==> src/rtl/pprc_pkg.sv <==
/*
  Package for the pin remap and change-notice control block: register map,
  field positions, reset values, sizes, the bus request struct and the change-notice struct.
  Assumes a single 100 MHz clock domain and a plain strobe register port.
*/
`default_nettype none
package pprc_pkg;

  localparam int unsigned N_IN    = 8;
  localparam int unsigned N_OUT   = 8;
  localparam int unsigned N_PORT  = 3;
  localparam int unsigned ADDR_W  = 8;
  localparam int unsigned SEL_W   = 4;

  // Byte base addresses; each entry is one aligned word, 4 bytes apart.
  localparam logic [ADDR_W-1:0] IN_SEL_BASE  = 8'h00;
  localparam logic [ADDR_W-1:0] OUT_SEL_BASE = 8'h40;
  localparam logic [ADDR_W-1:0] CN_CTRL_BASE = 8'h80;
  localparam logic [ADDR_W-1:0] LOCK_ADDR    = 8'hc0;

  localparam int unsigned SEL_LSB     = 0;
  localparam int unsigned CN_ON_BIT   = 15;
  localparam int unsigned CN_IDLE_BIT = 13;
  localparam int unsigned LOCK_BIT    = 13;

  localparam logic [SEL_W-1:0] SEL_RST = 4'h0;
  localparam logic             BIT_RST = 1'b0;
  localparam logic [31:0]      RD_ZERO = 32'h0000_0000;

  typedef struct packed {
    logic              wr;
    logic              rd;
    logic [ADDR_W-1:0] addr;
    logic [31:0]       wdata;
  } pprc_req_t;

  typedef struct packed {
    logic on;
    logic idle_stop;
  } pprc_cn_t;

endpackage : pprc_pkg
`default_nettype wire

==> src/rtl/pprc_remap.sv <==
/*
  Register side of the peripheral pin remap unit and the per-port
  change-notice control. Routing muxes sit here, driven by the stored selectors.
  Assumes pins are synchronous to sys_clk's peripheral logic except pin_in.
*/
// Local design decisions: the placing of the registers and the address-and-strobe port.
`timescale 1ns/1ps
`default_nettype none
module pprc_remap
  import pprc_pkg::*;
#(
  parameter logic [16*4-1:0] IN_MAP  = 64'hfedc_ba98_7654_3210,
  parameter logic [16*4-1:0] OUT_MAP = 64'hfedc_ba98_7654_3210
)
(
  input  wire logic                     sys_clk,
  input  wire logic                     resetn,
  input  wire pprc_req_t                req,
  output var  logic [31:0]              rdata,
  input  wire logic                     idle_mode,
  input  wire logic [15:0]              pin_in,
  input  wire logic [15:0]              periph_out,
  output var  logic [N_IN-1:0]          periph_in,
  output var  logic [N_OUT-1:0]         pin_out,
  output var  pprc_cn_t [N_PORT-1:0]    cn_active,
  output var  logic                     remap_lock
);

  logic [SEL_W-1:0]    in_sel_r  [N_IN];
  logic [SEL_W-1:0]    in_sel_nxt[N_IN];
  logic [SEL_W-1:0]    out_sel_r [N_OUT];
  logic [SEL_W-1:0]    out_sel_nxt[N_OUT];
  pprc_cn_t            cn_r      [N_PORT];
  pprc_cn_t            cn_nxt    [N_PORT];
  logic                lock_r;
  logic                lock_nxt;
  logic [31:0]         rdata_nxt;
  logic [15:0]         pin_m_r;
  logic [15:0]         pin_s_r;
  logic [N_IN-1:0]     pin_in_nxt;
  logic [N_OUT-1:0]    pin_out_nxt;
  pprc_cn_t [N_PORT-1:0] cn_act_nxt;

  function automatic logic hit(input logic [ADDR_W-1:0] a, input logic [ADDR_W-1:0] base,
                               input int unsigned idx);
    hit = (a == ADDR_W'(base + ADDR_W'(idx * 4)));
  endfunction : hit

  function automatic logic [3:0] lut(input logic [16*4-1:0] map, input logic [SEL_W-1:0] s);
    lut = map[s*4 +: 4];
  endfunction : lut

  // The lock word stands in for the device configuration word and is not itself protected.
  always_comb
  begin
    lock_nxt = lock_r;
    if (req.wr && req.addr == LOCK_ADDR)
    begin
      lock_nxt = req.wdata[LOCK_BIT];
    end
  end

  always_ff @(posedge sys_clk or negedge resetn)
  begin
    if (!resetn)
    begin
      lock_r     <= BIT_RST;
      remap_lock <= BIT_RST;
    end
    else
    begin
      lock_r     <= lock_nxt;
      remap_lock <= lock_nxt;
    end
  end

  always_comb
  begin
    for (int i = 0; i < N_IN; i++)
    begin
      in_sel_nxt[i] = in_sel_r[i];
      if (req.wr && !lock_r && hit(req.addr, IN_SEL_BASE, i))
      begin
        in_sel_nxt[i] = req.wdata[SEL_LSB +: SEL_W];
      end
    end
  end

  always_ff @(posedge sys_clk or negedge resetn)
  begin
    if (!resetn)
    begin
      for (int i = 0; i < N_IN; i++) in_sel_r[i] <= SEL_RST;
    end
    else
    begin
      in_sel_r <= in_sel_nxt;
    end
  end

  always_comb
  begin
    for (int i = 0; i < N_OUT; i++)
    begin
      out_sel_nxt[i] = out_sel_r[i];
      if (req.wr && !lock_r && hit(req.addr, OUT_SEL_BASE, i))
      begin
        out_sel_nxt[i] = req.wdata[SEL_LSB +: SEL_W];
      end
    end
  end

  always_ff @(posedge sys_clk or negedge resetn)
  begin
    if (!resetn)
    begin
      for (int i = 0; i < N_OUT; i++) out_sel_r[i] <= SEL_RST;
    end
    else
    begin
      out_sel_r <= out_sel_nxt;
    end
  end

  // The lock guards the routing only, so change-notice control stays writable.
  always_comb
  begin
    for (int p = 0; p < N_PORT; p++)
    begin
      cn_nxt[p] = cn_r[p];
      if (req.wr && hit(req.addr, CN_CTRL_BASE, p))
      begin
        cn_nxt[p].on        = req.wdata[CN_ON_BIT];
        cn_nxt[p].idle_stop = req.wdata[CN_IDLE_BIT];
      end
    end
  end

  always_ff @(posedge sys_clk or negedge resetn)
  begin
    if (!resetn)
    begin
      for (int p = 0; p < N_PORT; p++) cn_r[p] <= '{on: BIT_RST, idle_stop: BIT_RST};
    end
    else
    begin
      cn_r <= cn_nxt;
    end
  end

  // Read data is zero outside the cycle after a read, so unmapped words read zero too.
  always_comb
  begin
    rdata_nxt = RD_ZERO;
    if (req.rd && req.addr == LOCK_ADDR)
    begin
      rdata_nxt[LOCK_BIT] = lock_r;
    end
    for (int i = 0; i < N_IN; i++)
    begin
      if (req.rd && hit(req.addr, IN_SEL_BASE, i))
      begin
        rdata_nxt[SEL_LSB +: SEL_W] = in_sel_r[i];
      end
    end
    for (int i = 0; i < N_OUT; i++)
    begin
      if (req.rd && hit(req.addr, OUT_SEL_BASE, i))
      begin
        rdata_nxt[SEL_LSB +: SEL_W] = out_sel_r[i];
      end
    end
    for (int p = 0; p < N_PORT; p++)
    begin
      if (req.rd && hit(req.addr, CN_CTRL_BASE, p))
      begin
        rdata_nxt[CN_ON_BIT]   = cn_r[p].on;
        rdata_nxt[CN_IDLE_BIT] = cn_r[p].idle_stop;
      end
    end
  end

  always_ff @(posedge sys_clk or negedge resetn)
  begin
    if (!resetn)
    begin
      rdata <= RD_ZERO;
    end
    else
    begin
      rdata <= rdata_nxt;
    end
  end

  // Pins are synchronised before routing; this costs two cycles of input latency.
  always_ff @(posedge sys_clk or negedge resetn)
  begin
    if (!resetn)
    begin
      pin_m_r <= '0;
      pin_s_r <= '0;
    end
    else
    begin
      pin_m_r <= pin_in;
      pin_s_r <= pin_m_r;
    end
  end

  always_comb
  begin
    for (int p = 0; p < N_PORT; p++)
    begin
      // Idle only gates activity; the stored enable is left for software to see.
      cn_act_nxt[p].on        = cn_r[p].on && !(cn_r[p].idle_stop && idle_mode);
      cn_act_nxt[p].idle_stop = cn_r[p].idle_stop;
    end
    for (int i = 0; i < N_IN; i++)
    begin
      pin_in_nxt[i] = pin_s_r[lut(IN_MAP, in_sel_r[i])];
    end
    for (int i = 0; i < N_OUT; i++)
    begin
      pin_out_nxt[i] = periph_out[lut(OUT_MAP, out_sel_r[i])];
    end
  end

  always_ff @(posedge sys_clk or negedge resetn)
  begin
    if (!resetn)
    begin
      periph_in <= '0;
      pin_out   <= '0;
      cn_active <= '0;
    end
    else
    begin
      periph_in <= pin_in_nxt;
      pin_out   <= pin_out_nxt;
      cn_active <= cn_act_nxt;
    end
  end

endmodule : pprc_remap
`default_nettype wire

==> config.mk <==
export PLATFORM = sky130hd
export DESIGN_NAME = pprc_remap
export DESIGN_NICKNAME = d
export VERILOG_FILES = /design/src/rtl/pprc_pkg.sv /design/src/rtl/pprc_remap.sv
export SDC_FILE = /design/constraint.sdc
export NUM_CORES = 1
export LEC_CHECK = 0
export BUFFER_PORTS_ARGS = -buffer_cell sky130_fd_sc_hd__buf_2
export CORE_UTILIZATION = 45
export DETAILED_ROUTE_END_ITERATION = 8
export GPL_ROUTABILITY_DRIVEN = 1
export PLACE_DENSITY = 0.69
export SLEW_MARGIN = 20
export SYNTH_ARGS = -nofsm -noshare
export SYNTH_HDL_FRONTEND = slang
export SYNTH_SLANG_ARGS = --single-unit
==> constraint.sdc <==
create_clock -name sys_clk -period 2 [get_ports sys_clk]
set_clock_uncertainty 0.1 [all_clocks]
set_input_delay 0 -clock sys_clk [delete_from_list [all_inputs] [get_ports sys_clk]]
set_output_delay 0 -clock sys_clk [all_outputs]
set_load 0.02 [all_outputs]
==> run_results.csv <==
group,metric,value,unit
status,status,"finished, final reports clean",
global_routing,gr-usage-met2,41.0,%
cts,cts.clk_slew.worst_paths,0.07,ns
drt,drt-total-wl,18.7,mm
placement,gp_congestion,0.914,
drt,wire_per_inst,22.2,um
run,drv_cap,0,
placement,numPortBuffers,79,
logic_synthesis,yosysTopAreaCellShare,45.7,%
die,die_y,128,um
logic_synthesis,synth_cell_type_count,50,
layout,diodes,0,
logic_synthesis,synth-main-ff-cell,"dfrtp_1",
layout,drive_gt1_share,48.7,%
setup_path,start_kind,"flip-flop",
layout,area_delta_synth_final,22.3,%
timing,hold_violations,0,
layout,mostFrequentLayoutCell,"dfrtp_1",
global_routing,antenna_found_initial,0,
die,die_w,128,um
timing,setup_viol,0,
global_routing,grt_pass1_wl,29.8,mm
global_routing,grt_overflow,0,
power_and_ir_drop,ir_worst_vdd,686,uV
setup_path,crit_start,"lock_r",
setup_path,regToRegSetupSlack,0.06,ns
layout,sequential_cell_area,0.00328,mm^2
setup_path,r2r_cells,4,
placement,pre_cts_ws,-0.0223,ns
layout,multi_input_area,0.00368,mm^2
die,fp.coreArea,0.0154,mm^2
drt,vias,5107,
setup_path,r2r-start,"lock_r",
layout,final_net_count,694,
global_routing,grtUsageMet1,31.0,%
setup_path,crit_fanout,4,
setup_path,required,2.21,ns
cts,clk_path_buf_depth,2,
drt,drcViolationCount,0,
power_and_ir_drop,leakage,3.77,nW
global_routing,grt_use_total,24.9,%
die,boundaryPins,132,
setup_path,arrival,2.16,ns
cts,cts-buffers-inserted,17,
placement,hpwl,12.8,mm
logic_synthesis,yosysSeqAreaShare,45.7,%
die,start_util,46.7,%
power_and_ir_drop,comb_power_share,12.5,%
cts,htree_levels,4,
logic_synthesis,yosys_warnings,0,
die,rows,45,
layout,layout_common_cells,"dfrtp_1, mux4_2, buf_2",
logic_synthesis,synth_xor_area_share,0,%
timing,period_share,97.2,%
power_and_ir_drop,intPower,5.29,mW
placement,dp.cells,781,
timing,tns,0,ns
global_routing,top_usage_layer,"met2",
setup_path,crit_type,"reg2reg",
cts,root_buffer,"clkbuf_16",
logic_synthesis,synth_mux_area_share,37.5,%
logic_synthesis,synth_largest_area_cell,"dfrtp_1",
setup_path,end_kind,"flip-flop",
timing,maxSlewViolCount,0,
logic_synthesis,synth-simple-area-share,5.97,%
drt,viasPerCell,6.07,
logic_synthesis,ys_top_cells_by_area,"dfrtp_1, mux4_2, mux2_2",
power_and_ir_drop,p_sw_share,26.8,%
setup_path,cp-endpoint,"out_sel_r[2]",
logic_synthesis,netlist_instances,497,
logic_synthesis,synth_compound_area_share,6.02,%
power_and_ir_drop,power.switching,1.94,mW
logic_synthesis,synth_area_per_cell,14.4,um^2
power_and_ir_drop,powerDensity,824,mW/mm^2
cts,clock_latency,0.44,ns
drt,drtIter0Drc,438,
timing,fin_ws,0.0556,ns
global_routing,met3_usage,6.05,%
logic_synthesis,synth_top_family_by_area,"multiplexers",
logic_synthesis,synth-edff-count,0,
logic_synthesis,ys_ff_latch,131,
layout,final_cells,841,
global_routing,grt_max_degree,78,
drt,final_antenna_net_count,0,
layout,n_fill_cell,1193,
drt,drt_pass1_iterations,5,
timing,post-route-min-period,1.94,ns
timing,max_freq,0.514,GHz
setup_path,r2r-end,"out_sel_r[2]",
power_and_ir_drop,total_power,7.23,mW
logic_synthesis,synthAdderAreaFrac,0,%
logic_synthesis,synthArstFlopShare,100,%
power_and_ir_drop,clkPwrFrac,46.3,%
power_and_ir_drop,seq_power_share,41.2,%
worst_hold_path,worstHoldPathType,"in2reg",
global_routing,grt_pass1_vias,5343,
cts,cts_sinks,131,
logic_synthesis,netlist_area,0.00717,mm^2
cts,cts_tree,"built",
die,dieArea,0.0164,mm^2
-- per-layer routing --
layer	vias up	wire length, um
li1	2155	-
met1	2595	7070
met2	306	9450
met3	51	1510
met4	0	688
met5	-	0
-- worst max-delay path: stages, from the launching register on --
cell	delay [ns]
dfrtp_1	0.37
nand2b_1	0.16
or4_4	0.49
nor2_1	0.31
mux2_2	0.39
-- state kept, by name (all words and copies together), names as in the netlist --
register,flops
in_sel_r,32
out_sel_r,32
pin_m_r,16
pin_s_r,16
periph_in,8
pin_out,8
cn_active,6
rdata,6
cn_act_nxt,3
cn_r,3
lock_r,1
-- timing repair --
item | in CTS | in global routing
setup buffers | 0 | 0
endpoints found under the setup margin | 9 | 21
hold buffers | 28 | 0
gates resized for setup | 0 | 9
endpoints found under the hold margin | 159 | 0
-- cell type report --
class | count | area share, %
Clock buffer | 17 | 4.85
Clock inverter | 15 | 2.37
Inverter | 7 | 0.299
Multi-Input combinational cell | 328 | 42.0
Sequential cell | 131 | 37.4
Tap cell | 211 | 3.01
Timing Repair Buffer | 132 | 10.2
-- per-stage QoR --
stage,util (%),hold slack (ns),cell area [um^2]
finish,57.1,0.0373,8770
global route,57.1,0.0278,8770
CTS,56.8,0.0185,8740
detailed placement,50.8,-0.156,7810
global placement,50.8,-0.166,7810
floorplan,-,-0.396,7270
-- power by group through the flow --
| stage | sequential, mW | clock, mW | combinational (mW) |
|---|---|---|---|
| after floorplan | 3.00 | 0 | 0.544 |
| after global placement | 3.02 | 0 | 0.826 |
| after detailed placement | 3.03 | 0 | 0.846 |
| after CTS | 2.98 | 3.39 | 0.898 |
| after global routing | 3.00 | 3.51 | 0.963 |
| final | 2.98 | 3.35 | 0.904 |
-- worst min-delay path by stage --
stage | start | to | slack [ns] | depth (start not counted)
floorplan | resetn | cn_act_nxt[0] | -0.40 | 0
global placement | resetn | out_sel_r[8] | -0.17 | 1
detailed placement | resetn | pin_out[7] | -0.16 | 1
CTS | resetn | pin_out[7] | 0.02 | 3
global route | req[3] | out_sel_r[15] | 0.03 | 2
finish | req[3] | in_sel_r[11] | 0.04 | 2
-- synthesized netlist by cell type (2+ instances only) --
| cell type | n |
|---|---|
| nor4b_2 | 2 |
| mux2i_1 | 2 |
| nor2_1 | 16 |
| nand3_1 | 5 |
| o2111ai_1 | 2 |
| clkbuf_1 | 23 |
| a22o_1 | 2 |
| a22oi_1 | 7 |
| inv_1 | 7 |
| a21boi_0 | 3 |
| buf_2 | 7 |
| buf_4 | 26 |
| a31oi_1 | 6 |
| nand2_1 | 23 |
| mux2_2 | 76 |
| mux4_2 | 80 |
| nor3_1 | 6 |
| nor4_1 | 2 |
| nand4_1 | 3 |
| and2_1 | 5 |
| or3_1 | 3 |
| nor2b_1 | 2 |
| a21oi_1 | 14 |
| o21ai_0 | 7 |
| dfrtp_1 | 131 |
| nand2b_1 | 4 |
| a221oi_1 | 2 |
| o221ai_1 | 3 |
| o22ai_1 | 7 |
-- cells by family after synthesis --
kind of cell | after synthesis
mux | 159
flops | 131
simple gates | 80
compound gates | 63
buf+inv | 63
other cells | 1
Power figures use the tool's default switching activity.
